--- src/core/rbc_pkg.sv ---
// Purpose: shared constants for the reset and boot controller
// Assumes: single 50 MHz clock, byte-wide boot memory reads
// Notes: boot codes are sampled at device reset release
package rbc_pkg;
   localparam logic [1:0] BOOT_NONE = 2'h0;
   localparam logic [1:0] BOOT_HOST = 2'h1;
   localparam logic [1:0] BOOT_ROM = 2'h2;
   localparam int unsigned ROM_BYTES = 1024;
   localparam int unsigned ROM_WORDS = ROM_BYTES / 4;
   localparam logic [9:0] ROM_LAST_BYTE = 10'h3FF;
   localparam logic [31:0] ROM_SRC_BASE = 32'h0000_0000;
   localparam logic [31:0] COPY_DST_BASE = 32'h0000_0000;
   localparam logic [31:0] CORE_START_PC = 32'h0000_0000;
   localparam logic [5:0] PWRD_CLOCK_HALT = 6'h1A;
   localparam logic [5:0] PWRD_OSC_STOP = 6'h1C;
   localparam logic [1:0] VARIANT_CODE = 2'h1; // arbitrary value
   typedef enum logic [3:0] {
      RBC_IDLE = 4'h1,
      RBC_HOST = 4'h2,
      RBC_COPY = 4'h4,
      RBC_RUN = 4'h8
   } rbc_state_e;
endpackage

--- src/core/rbc_reset_boot.sv ---
// Purpose: boot selection, core stall, ROM copy, emulation and power-down masking
// Assumes: boot_mode and port_select stable around reset release
// Notes: test reset and emulation pins are async and are synchronised here
`timescale 1ns/10ps
// Functional notes
// - low device reset holds reset state; release starts configured boot
// - host boot stalls only the core; peripherals run
// - port_select 0 routes host to host port, 1 to PCI
// - host interrupt bit in host boot releases stall, core starts at 0
// - the boot-ending host interrupt is not latched as pending
// - host interrupt bit releases stall only under host boot
// - host may write and read all memory during host boot
// - core clears the interrupt bit; while set no new interrupts arrive
// - ROM boot copies 1K bytes from first select space to 0, stalled
// - consecutive bytes are packed into 32-bit words by endian setting
// - copy is one block; stall released only after it completes
// - no boot starts the core at 0 immediately, no stall or copy
// - attached emulator masks power-down until emulator reset or removal
// - in deep sleep emulation runs idle, PC writes fail, reset exits
// - only device reset release is needed; test reset may stay low
// - id variant is valid only after device reset release
// - test reset rising edge after release latches emulation pins
module rbc_reset_boot (
   input wire logic mclk,
   input wire logic rst_b,
   input wire logic [1:0] boot_mode,
   input wire logic port_select,
   input wire logic big_endian,
   input wire logic test_reset_b,
   input wire logic emulation_config_pin_high,
   input wire logic emulation_config_pin_low,
   input wire logic emu_attached,
   input wire logic emu_reset,
   input wire logic host_set_int,
   input wire logic core_clear_int,
   input wire logic [5:0] pwrd_req,
   input wire logic emu_exec_cmd,
   input wire logic emu_pc_write,
   output logic core_stall,
   output logic [31:0] core_start_pc,
   output logic periph_run,
   output logic host_port_sel,
   output logic pci_sel,
   output logic host_mem_access,
   output logic host_to_core_interrupt_bit,
   output logic core_int_pending,
   output logic rom_rd_req,
   output logic [31:0] rom_rd_addr,
   input wire logic [7:0] rom_rd_data,
   input wire logic rom_rd_valid,
   output logic mem_wr_en,
   output logic [31:0] mem_wr_addr,
   output logic [31:0] mem_wr_data,
   output logic copy_done,
   output logic [5:0] pwrd_eff,
   output logic emu_spin_idle,
   output logic pc_write_fail,
   output logic [1:0] emu_cfg,
   output logic emu_cfg_valid,
   output logic [1:0] id_variant
);
   import rbc_pkg::*;

   rbc_state_e state;
   logic [1:0] boot_sel;
   logic released;
   logic [9:0] byte_cnt;
   logic [31:0] pack;
   logic [1:0] trst_sync;
   logic trst_prev;
   logic [1:0] emuh_sync;
   logic [1:0] emul_sync;
   logic deep_sleep;
   logic emu_mask;

   // byte lane of a copy byte within its word, per endian setting
   function automatic logic [1:0] lane(input logic [1:0] idx, input logic be);
      lane = be ? ~idx : idx;
   endfunction

   // catch boot method on the first edge after release, hold till reset
   always_ff @(posedge mclk or negedge rst_b) begin
      if (!rst_b) begin
         released <= 1'b0;
         boot_sel <= BOOT_NONE;
      end else if (!released) begin
         released <= 1'b1;
         boot_sel <= boot_mode;
      end
   end

   // boot sequencer
   always_ff @(posedge mclk or negedge rst_b) begin
      if (!rst_b) begin
         state <= RBC_IDLE;
      end else begin
         case (state)
            RBC_IDLE: begin
               // decide from the caught copy, never the live pins, so a strap
               // that moves after release cannot switch the boot under way
               if (!released) begin
                  state <= RBC_IDLE;
               end else if (boot_sel == BOOT_HOST) begin
                  state <= RBC_HOST;
               end else if (boot_sel == BOOT_ROM) begin
                  state <= RBC_COPY;
               end else begin
                  state <= RBC_RUN;
               end
            end
            RBC_HOST: begin
               // only host boot lets the interrupt bit end the stall
               if (host_set_int && boot_sel == BOOT_HOST) begin
                  state <= RBC_RUN;
               end
            end
            RBC_COPY: begin
               if (rom_rd_valid && byte_cnt == ROM_LAST_BYTE) begin
                  state <= RBC_RUN;
               end
            end
            RBC_RUN: state <= RBC_RUN;
            default: state <= RBC_IDLE;
         endcase
      end
   end

   // stall held while idle (reset state), host boot or copy
   assign core_stall = (state != RBC_RUN);
   assign core_start_pc = CORE_START_PC;
   assign periph_run = released;
   assign host_port_sel = (state == RBC_HOST) && !port_select;
   assign pci_sel = (state == RBC_HOST) && port_select;
   assign host_mem_access = (state == RBC_HOST);
   assign rom_rd_req = (state == RBC_COPY);

   // host interrupt bit: set wins over clear; stalled set not pended
   always_ff @(posedge mclk or negedge rst_b) begin
      if (!rst_b) begin
         host_to_core_interrupt_bit <= 1'b0;
         core_int_pending <= 1'b0;
      end else begin
         if (host_set_int) begin
            host_to_core_interrupt_bit <= 1'b1;
         end else if (core_clear_int) begin
            host_to_core_interrupt_bit <= 1'b0;
         end
         // a set while bit still high is dropped; stalled core never pends
         if (host_set_int && !host_to_core_interrupt_bit && !core_stall) begin
            core_int_pending <= 1'b1;
         end else if (core_clear_int) begin
            core_int_pending <= 1'b0;
         end
      end
   end

   // single-frame byte copy packed into words
   always_ff @(posedge mclk or negedge rst_b) begin
      if (!rst_b) begin
         byte_cnt <= 10'h000;
         pack <= 32'h0000_0000;
         mem_wr_en <= 1'b0;
         mem_wr_addr <= 32'h0000_0000;
         mem_wr_data <= 32'h0000_0000;
         copy_done <= 1'b0;
      end else begin
         mem_wr_en <= 1'b0;
         if (state == RBC_COPY && rom_rd_valid) begin
            byte_cnt <= byte_cnt + 10'h001;
            pack[8*lane(byte_cnt[1:0], big_endian) +: 8] <= rom_rd_data;
            if (byte_cnt[1:0] == 2'h3) begin
               mem_wr_en <= 1'b1;
               mem_wr_addr <= COPY_DST_BASE + {22'h0, byte_cnt[9:2], 2'h0};
               mem_wr_data <= pack;
               mem_wr_data[8*lane(2'h3, big_endian) +: 8] <= rom_rd_data;
            end
            if (byte_cnt == ROM_LAST_BYTE) begin
               copy_done <= 1'b1;
            end
         end
      end
   end
   assign rom_rd_addr = ROM_SRC_BASE + {22'h0, byte_cnt};

   // two-stage synchronisers for test reset and emulation pins
   always_ff @(posedge mclk or negedge rst_b) begin
      if (!rst_b) begin
         trst_sync <= 2'h0;
         emuh_sync <= 2'h0;
         emul_sync <= 2'h0;
      end else begin
         trst_sync <= {trst_sync[0], test_reset_b};
         emuh_sync <= {emuh_sync[0], emulation_config_pin_high};
         emul_sync <= {emul_sync[0], emulation_config_pin_low};
      end
   end

   // test reset rising edge after release latches emulation config
   always_ff @(posedge mclk or negedge rst_b) begin
      if (!rst_b) begin
         trst_prev <= 1'b0;
         emu_cfg <= 2'h0;
         emu_cfg_valid <= 1'b0;
      end else begin
         trst_prev <= trst_sync[1];
         if (!trst_sync[1]) begin
            emu_cfg_valid <= 1'b0;
         end else if (released && !trst_prev) begin
            emu_cfg <= {emuh_sync[1], emul_sync[1]};
            emu_cfg_valid <= 1'b1;
         end
      end
   end

   // variant field reads zero until device reset is released
   assign id_variant = released ? VARIANT_CODE : 2'h0;

   // mask is live: it drops in the cycle the emulator is reset or pulled
   assign emu_mask = emu_attached && !emu_reset;

   // emulator masking of power-down; deep sleep stuck until device reset
   always_ff @(posedge mclk or negedge rst_b) begin
      if (!rst_b) begin
         deep_sleep <= 1'b0;
         pwrd_eff <= 6'h00;
      end else begin
         if (!deep_sleep) begin
            pwrd_eff <= emu_mask ? 6'h00 : pwrd_req;
            if (!emu_mask &&
                (pwrd_req == PWRD_CLOCK_HALT || pwrd_req == PWRD_OSC_STOP)) begin
               deep_sleep <= 1'b1;
            end
         end
      end
   end

   assign emu_spin_idle = deep_sleep && emu_exec_cmd;
   assign pc_write_fail = deep_sleep && emu_pc_write;
endmodule

--- config.mk ---
export PLATFORM = sky130hd
export DESIGN_NAME = rbc_reset_boot
export DESIGN_NICKNAME = d
export VERILOG_FILES = /design/src/core/rbc_pkg.sv /design/src/core/rbc_reset_boot.sv
export SDC_FILE = /design/constraint.sdc
export NUM_CORES = 1
export LEC_CHECK = 0
export BUFFER_PORTS_ARGS = -buffer_cell sky130_fd_sc_hd__buf_2
export CORE_ASPECT_RATIO = 0.6
export CORE_MARGIN = 3
export CORE_UTILIZATION = 46
export DETAILED_ROUTE_END_ITERATION = 6
export PLACE_DENSITY = 0.75
export SLEW_MARGIN = 30
export SYNTH_ARGS = -nofsm -noshare
export SYNTH_HDL_FRONTEND = slang
export SYNTH_SLANG_ARGS = --single-unit
--- constraint.sdc ---
create_clock -name mclk -period 2.53 [get_ports mclk]
set_clock_uncertainty 0.2 [all_clocks]
set_input_delay 0.3795 -clock mclk [delete_from_list [all_inputs] [get_ports mclk]]
set_output_delay 0.3795 -clock mclk [all_outputs]
set_load 0.005 [all_outputs]
==> results_dict.tcl, run 1 <==
set metrics [dict create \
    status "complete, no violations" \
    grt_use_met1 0.226 \
    ios 181 \
    power.density_mw_per_mm2 675 \
    r2r_start "state[3]$_DFFE_PN0P_" \
    cts_tree "yes" \
    postCtsResizedCells 0 \
    reg2regPathDepth 4 \
    syn_area_per_cell_sq_um 12.3 \
    die_width_um 148 \
    finalWeightedCongestion 0.819 \
    top_usage_layer "met2" \
    die_h_um 91.0 \
    post_drt_wl_per_cell_um 15.5 \
    post_cts.repair.setup_buffers 0 \
    clk_path_buf_depth 2 \
    fp-row-count 30 \
    place_ws_ps 169 \
    path_clk_slew_ps 70 \
    required_ps 1950 \
    first_iter_violations 172 \
    grt_util_met3 0.0504 \
    gr-usage-met2 0.257 \
    drive_above_1_share 0.375 \
    timing.final.hold_violations 0 \
    ys_seq_elements 110 \
    synth_edf_count 0 \
    p_sw_frac 0.292 \
    hp-class "in -> reg" \
    first_global_vias 3398 \
    p_switching_mw 1.23 \
    arrival_ps 1830 \
    rsz0062_at_grt "no" \
    crit_end "pci_sel" \
    setup_viol 0 \
    leakagePower_nw 3.55 \
    cp_max_fo 6 \
    p_int_mw 2.98 \
    clock_sinks 110 \
    finalSetupTns_ps 0 \
    grt_max_degree 61 \
    cp-end-kind "output port" \
    drc 0 \
    area_delta_synth_final_pct 12.9 \
    layout.nets 591 \
    grt_pass1_wl_um 17700 \
    synthCells 449 \
    core_sq_mm 0.0115 \
    rrSetupSlack_ps 200 \
    tightest_slew_ps 580 \
    cts_hold_buf 4 \
    ant_nets 0 \
    slew_headroom 0.611 \
    cap_viol_max_count 0 \
    portBuffers 101 \
    layout_commonest_cell "dfrtp_1" \
    ir_drop_v 0.000444 \
    start_kind "register" \
    drv_slew 0 \
    die_area_sq_mm 0.0134 \
    first_pass_iters 4 \
    fin_crit_ps 2410 \
    routed_wl_um 11200 \
    start_util 0.480 \
    synthFlopType "dfrtp_1" \
    ys_async_sr_fraction 1.00 \
    cts_buffers 9 \
    mostFrequentLayoutCells "109 x dfrtp_1, 100 x buf_2, 80 x conb_1" \
    dp_hpwl_um 8240 \
    synthesis.area_sq_mm 0.00553 \
    period_share 0.953 \
    yosysWarnings 0 \
    path_class "reg -> out" \
    htree_levels 3 \
    fillers 986 \
    timing.final.ws_setup_ps 119 \
    clkPwrFrac 0.330 \
    fmax_ghz 0.415 \
    r2r-end "pack[14]$_DFFE_PN0P_" \
    clkLatencyLatePin_ps 340 \
    grtUsageTotal 0.165 \
    grt_antenna_before_repair 0 \
    overflow 0 \
    cp-startpoint "state[3]$_DFFE_PN0P_" \
    vias_per_cell 4.73 \
    num_vias 3404 \
    diodes 0 \
    ys_types 44 \
    p_seq_frac 0.485 \
    cts_root_buffer "clkbuf_16" \
    pwr-share-comb 0.186 \
    seq_area_frac_synth 0.498 \
]
[state kept, by name (all words and copies together), names as in the netlist]
name,count
pack,32
byte_cnt,10
trst_sync,2
emu_cfg,2
mem_wr_data,32
host_to_core_interrupt_bit,1
deep_sleep,1
mem_wr_addr,8
core_int_pending,1
trst_prev,1
mem_wr_en,1
emul_sync,2
emuh_sync,2
emu_cfg_valid,1
state,4
boot_sel,2
pwrd_eff,6
periph_run,1
copy_done,1
[power by group through the flow]
stage,combinational (mW),sequential [mW],clock (mW)
finish,0.782,2.04,1.39
global route,0.873,2.07,1.51
CTS,0.783,2.04,1.43
detailed placement,0.770,2.07,0
global placement,0.732,2.06,0
floorplan,0.572,2.04,0
[area by class of cell]
type / instances / area [sq um] / area share
Inverter: 15 / 57.6 / 0.00922
Multi-Input combinational cell: 303 / 2300 / 0.368
Sequential cell: 110 / 2750 / 0.441
Clock inverter: 5 / 51.3 / 0.00821
Timing Repair Buffer: 116 / 643 / 0.103
Clock buffer: 11 / 243 / 0.0389
Tap cell: 160 / 200 / 0.0321
[cell usage after synthesis (6+ instances only)]
| library cell | number | share of area |
|---|---|---|
| xor2_1 | 8 | 0.013 |
| o2bb2ai_1 | 9 | 0.014 |
| nand2_1 | 24 | 0.016 |
| dfrtp_1 | 109 | 0.49 |
| mux2_2 | 40 | 0.081 |
| mux2i_1 | 7 | 0.013 |
| nand4_1 | 11 | 0.012 |
| ha_1 | 6 | 0.014 |
| inv_1 | 14 | 0.0095 |
| nor2_1 | 6 | 0.0041 |
| and3_1 | 20 | 0.023 |
| buf_4 | 83 | 0.11 |
| mux2_4 | 37 | 0.10 |
| clkbuf_1 | 6 | 0.0041 |
| nor3_1 | 6 | 0.0054 |
| o21ai_0 | 6 | 0.0054 |
[metrics by stage]
| step | total power [mW] | utilization | cell area (sq um) | std cells | hold slack (ps) |
|---|---|---|---|---|---|
| after global placement | 2.80 | 0.513 | 5910 | 700 | 63.1 |
| after detailed placement | 2.85 | 0.513 | 5910 | 700 | 68.8 |
| after CTS | 4.26 | 0.542 | 6240 | 720 | 40.6 |
| after floorplan | 2.61 | - | 5830 | 527 | -116 |
| final | 4.21 | 0.542 | 6240 | 720 | 58.3 |
| after global routing | 4.45 | 0.542 | 6240 | 720 | 50.2 |
[worst min path at each step]
stage               cells past startpoint  slack [ps]                                      to         start
floorplan                               0        -120                 boot_sel[0]$_DFFE_PN0N_         rst_b
global placement                        1          60              mem_wr_addr[2]$_DFFE_PN0P_         rst_b
detailed placement                      1          70              mem_wr_addr[6]$_DFFE_PN0P_         rst_b
CTS                                     2          40  host_to_core_interrupt_bit$_DFFE_PN0P_  host_set_int
global route                            2          50                 boot_sel[1]$_DFFE_PN0N_  boot_mode[1]
finish                                  2          60  host_to_core_interrupt_bit$_DFFE_PN0P_  host_set_int
[critical path, stage by stage (launching register included)]
cell and delay [ps]:
dfrtp_1 440, or4b_2 700, inv_1 130, and2_1 120
buf_2 100
[cells by family after synthesis]
group	count (synthesis)	synth area share
flops	110	0.498
mux	84	0.194
fa+ha+maj	6	0.0136
other cells	2	0.00136
xor+xnor	13	0.0206
buf+inv	114	0.140
simple gates	91	0.0934
compound gates	29	0.0387
[metal layers]
| layer | wire length, um | up-vias |
|---|---|---|
| met5 | 0 | - |
| met4 | 85 | 0 |
| met3 | 671 | 9 |
| met2 | 5240 | 99 |
| met1 | 5180 | 1706 |
| li1 | - | 1590 |
Note: power is estimated with default switching activity, not from simulation.
==> inputs of run 2 (changes only) <==
--- a/config.mk
+++ b/config.mk
@@ -10,6 +10,7 @@
 export CORE_MARGIN = 3
 export CORE_UTILIZATION = 46
 export DETAILED_ROUTE_END_ITERATION = 6
+export MAX_ROUTING_LAYER = met4
 export PLACE_DENSITY = 0.75
 export SLEW_MARGIN = 30
 export SYNTH_ARGS = -nofsm -noshare
==> results_dict.tcl, run 2 (synthesis gave the netlist of run 1 again) <==
set metrics [dict create \
    layout.nets 591 \
    grt_antenna_before_repair 0 \
    timing.final.ws_setup_ps 117 \
    layout_commonest_cell "dfrtp_1" \
    hp-class "in -> reg" \
    p_int_mw 2.98 \
    leakagePower_nw 3.55 \
    status "complete, no violations" \
    grt_max_degree 61 \
    mostFrequentLayoutCells "109 x dfrtp_1, 100 x buf_2, 80 x conb_1" \
    diodes 0 \
    place_ws_ps 169 \
    first_iter_violations 151 \
    ios 181 \
    setup_viol 0 \
    grtUsageTotal 0.170 \
    num_vias 3400 \
    required_ps 1950 \
    post_drt_wl_per_cell_um 15.5 \
    cap_viol_max_count 0 \
    finalSetupTns_ps 0 \
    fin_crit_ps 2410 \
    clock_sinks 110 \
    start_kind "register" \
    drive_above_1_share 0.375 \
    htree_levels 3 \
    cts_buffers 9 \
    fmax_ghz 0.414 \
    drc 0 \
    vias_per_cell 4.72 \
    first_global_vias 3404 \
    clk_path_buf_depth 2 \
    core_sq_mm 0.0115 \
    routed_wl_um 11200 \
    fillers 986 \
    period_share 0.954 \
    hold_ws_ps 58.1 \
    portBuffers 101 \
    ir_drop_v 0.000445 \
    cp_slowest_cell "or4b_2" \
    slew_headroom 0.607 \
    reg.largest.list "mem_wr_data (32), pack (32), byte_cnt (10)" \
    cp-end-kind "output port" \
    drv_slew 0 \
    postCtsResizedCells 0 \
    cts_root_buffer "clkbuf_16" \
    path_class "reg -> out" \
    finalWeightedCongestion 0.831 \
    cp_max_fo 6 \
    die_width_um 148 \
    start_util 0.480 \
    p_switching_mw 1.23 \
    clkLatencyLatePin_ps 340 \
    cts_tree "yes" \
    overflow 0 \
    area_delta_synth_final_pct 12.9 \
    clkPwrFrac 0.330 \
    ant_nets 0 \
    finalPower_mw 4.21 \
    path_clk_slew_ps 70 \
    first_pass_iters 4 \
    tightest_slew_ps 585 \
    p_sw_frac 0.292 \
    die_area_sq_mm 0.0134 \
    p_seq_frac 0.485 \
    dp_hpwl_um 8240 \
    cp_cell_sequence "or4b_2 -> inv_1 -> and2_1 -> buf_2" \
    slowest_delay_ps 700 \
    timing.final.hold_violations 0 \
    arrival_ps 1830 \
    pwr-share-comb 0.186 \
    die_h_um 91.0 \
    power.density_mw_per_mm2 675 \
    grt_pass1_wl_um 17700 \
    rsz0062_at_grt "no" \
    fp-row-count 30 \
]
==> run 2: cell counts in the layout (fill, tap and decap cells not counted) <==
Identical to the previous run, type by type.
==> run 2: power groups by stage <==
stage                     sequential (mW)  clock (mW)  combinational, mW
after floorplan                      2.04           0              0.572
after global placement               2.06           0              0.732
after detailed placement             2.07           0              0.770
after CTS                            2.04        1.43              0.783
after global routing                 2.07        1.50              0.873
final                                2.04        1.39              0.782
==> run 2: repair_timing <==
action | CTS | global route
hold buffers | 4 | 0
buffers inserted | 0 | 0
hold endpoints to repair | 20 | 0
==> run 2: final timing paths <==
check,startpoint,slack (ps),depth (start not counted),to
hold / removal,host_set_int,60,2,host_to_core_interrupt_bit$_DFFE_PN0P_
hold reg to reg,emuh_sync[0]$_DFF_PN0_,150,0,emuh_sync[1]$_DFF_PN0_
setup reg to reg,state[3]$_DFFE_PN0P_,200,4,pack[14]$_DFFE_PN0P_
setup / recovery,state[3]$_DFFE_PN0P_,120,4,pci_sel
max in group asynchronous,rst_b,1160,3,state[0]$_DFFE_PN1P_
min in group asynchronous,rst_b,250,2,mem_wr_addr[2]$_DFFE_PN0P_
==> run 2: per-stage QoR <==
| stage | instance area, sq um | util | instances |
|---|---|---|---|
| 3_5_place_dp | 5910 | 0.513 | 700 |
| 4_1_cts | 6240 | 0.542 | 720 |
| 2_1_floorplan | 5830 | - | 527 |
| 3_3_place_gp | 5910 | 0.513 | 700 |
| 5_1_grt | 6240 | 0.542 | 720 |
| 6_report | 6240 | 0.542 | 720 |
==> run 2: routing by layer <==
metal | GRT usage | part of all wire | vias to the layer above
met3 | 0.0489 | 0.065 | 13
met5 | - | 0 | -
met4 | 0.0442 | 0.011 | 0
li1 | - | - | 1588
met1 | 0.225 | 0.46 | 1694
met2 | 0.257 | 0.46 | 105
==> run 2: final cells by class <==
cell class / count / area, sq um / share of cell area
clock inverters: 5 / 51.3 / 0.00821
multi-input cells: 303 / 2300 / 0.368
clock buffers: 11 / 243 / 0.0389
inverters: 15 / 57.6 / 0.00922
well taps: 160 / 200 / 0.0321
flip-flops and latches: 110 / 2750 / 0.441
repair buffers: 116 / 643 / 0.103
==> run 2: critical path: cells and delay by family (launching register included) <==
family | cells | cell delay [ps]
and+or+nand+nor | 2 | 820
buffers and inverters | 2 | 230
DFF | 1 | 440
==> inputs of run 3 (changes only) <==
--- a/config.mk
+++ b/config.mk
@@ -12,6 +12,7 @@
 export DETAILED_ROUTE_END_ITERATION = 6
 export MAX_ROUTING_LAYER = met4
 export PLACE_DENSITY = 0.75
+export RECOVER_POWER = 25
 export SLEW_MARGIN = 30
 export SYNTH_ARGS = -nofsm -noshare
 export SYNTH_HDL_FRONTEND = slang
==> results_dict.tcl, run 3 (synthesis gave the netlist of run 1 again) <==
set metrics [dict create \
    p_int_mw 2.98 \
    setup_viol 0 \
    arrival_ps 1830 \
    crit_family "simple AND/OR/NAND/NOR gates" \
    area_delta_synth_final_pct 12.8 \
    portBuffers 101 \
    slew_headroom 0.305 \
    num_vias 3400 \
    first_global_vias 3404 \
    drive_above_1_share 0.371 \
    rsz0062_at_grt "no" \
    cts_root_buffer "clkbuf_16" \
    cts_buffers 9 \
    fin_util 0.542 \
    grt_antenna_before_repair 0 \
    p_seq_frac 0.484 \
    start_kind "register" \
    ant_nets 0 \
    first_iter_violations 151 \
    ir_drop_v 0.000445 \
    pwr-share-comb 0.186 \
    vias_per_cell 4.72 \
    mostFrequentLayoutCells "109 x dfrtp_1, 100 x buf_2, 80 x conb_1" \
    path_buf_inv 2 \
    reg2regPathDepth 4 \
    period_share 0.954 \
    post_drt_wl_per_cell_um 15.5 \
    start_util 0.480 \
    die_width_um 148 \
    ios 181 \
    drc 0 \
    reg.largest.list "mem_wr_data (32), pack (32), byte_cnt (10)" \
    die_area_sq_mm 0.0134 \
    multiInputGateArea_sq_mm 0.00230 \
    path_class "reg -> out" \
    clkPwrFrac 0.330 \
    grt_max_degree 61 \
    cp-end-kind "output port" \
    clock_sinks 110 \
    tightest_slew_ps 1040 \
    fp-row-count 30 \
    fin_crit_ps 2410 \
    required_ps 1950 \
    dp_hpwl_um 8240 \
    slowest_delay_ps 700 \
    diodes 0 \
    finalWeightedCongestion 0.831 \
    ff_latch_area_sq_mm 0.00275 \
    clk_path_buf_depth 2 \
    routed_wl_um 11200 \
    overflow 0 \
    htree_levels 3 \
    grtUsageTotal 0.170 \
    finalSetupTns_ps 0 \
    cts_tree "yes" \
    cp.depth 4 \
    cp_max_fo 6 \
    cap_viol_max_count 0 \
    fillers 988 \
    cp_slowest_cell "or4b_2" \
    power.density_mw_per_mm2 675 \
    path_clk_slew_ps 70 \
    layout.nets 591 \
    layout_commonest_cell "dfrtp_1" \
    first_pass_iters 4 \
    hold_path_depth 2 \
    die_h_um 91.0 \
    p_switching_mw 1.23 \
    cp_cell_sequence "or4b_2 -> inv_1 -> and2_1 -> buf_2" \
    grt_pass1_wl_um 17700 \
    clkLatencyLatePin_ps 340 \
    fmax_ghz 0.414 \
    drv_slew 0 \
    core_sq_mm 0.0115 \
    finalPower_mw 4.21 \
    status "complete, no violations" \
    timing.final.hold_violations 0 \
    leakagePower_nw 3.55 \
    hp-class "in -> reg" \
    p_sw_frac 0.292 \
]
run 3: path summary, 6_finish.rpt:
| check | start | end | slack, ps |
|---|---|---|---|
| worst max-delay path | state[3]$_DFFE_PN0P_ | pci_sel | 120 |
| worst min-delay path | host_set_int | host_to_core_interrupt_bit$_DFFE_PN0P_ | 60 |
| worst max register to register | state[3]$_DFFE_PN0P_ | pack[14]$_DFFE_PN0P_ | 200 |
| worst min register to register | emuh_sync[0]$_DFF_PN0_ | emuh_sync[1]$_DFF_PN0_ | 150 |
| max in group asynchronous | rst_b | state[0]$_DFFE_PN1P_ | 560 |
| min in group asynchronous | rst_b | mem_wr_addr[2]$_DFFE_PN0P_ | 540 |
run 3: cell type report:
class | instances | area share
repair buffers | 116 | 0.102
multi-input cells | 303 | 0.368
clock inverters | 5 | 0.00822
inverters | 15 | 0.00922
well taps | 160 | 0.0321
flip-flops and latches | 110 | 0.441
clock buffers | 11 | 0.0389
run 3: metrics by stage:
stage	hold WS, ps	setup WS, ps	cell area [sq um]	instances
floorplan	-116	107	5830	527
global route	50.1	56.0	6240	720
CTS	40.6	116	6240	720
detailed placement	68.8	169	5910	700
global placement	63.1	234	5910	700
finish	58.1	117	6240	720
run 3: power by group through the flow:
stage | clock network, mW | logic [mW] | registers [mW]
2_1_floorplan | 0 | 0.572 | 2.04
3_3_place_gp | 0 | 0.732 | 2.06
5_1_grt | 1.50 | 0.873 | 2.06
4_1_cts | 1.43 | 0.783 | 2.04
3_5_place_dp | 0 | 0.770 | 2.07
6_report | 1.39 | 0.781 | 2.04
run 3: what timing repair did:
action,in CTS,in global routing
endpoints found under the hold margin,20,0
hold buffers,4,0
buffers inserted,0,0
endpoints found under the setup margin,0,0
gates resized for setup,0,0
run 3: routing by layer:
| layer | global-route usage | vias to the layer above | wire (um) |
|---|---|---|---|
| met5 | - | - | 0 |
| met4 | 0.0442 | 0 | 121 |
| met3 | 0.0489 | 13 | 729 |
| met2 | 0.257 | 105 | 5180 |
| met1 | 0.225 | 1694 | 5130 |
| li1 | - | 1588 | - |
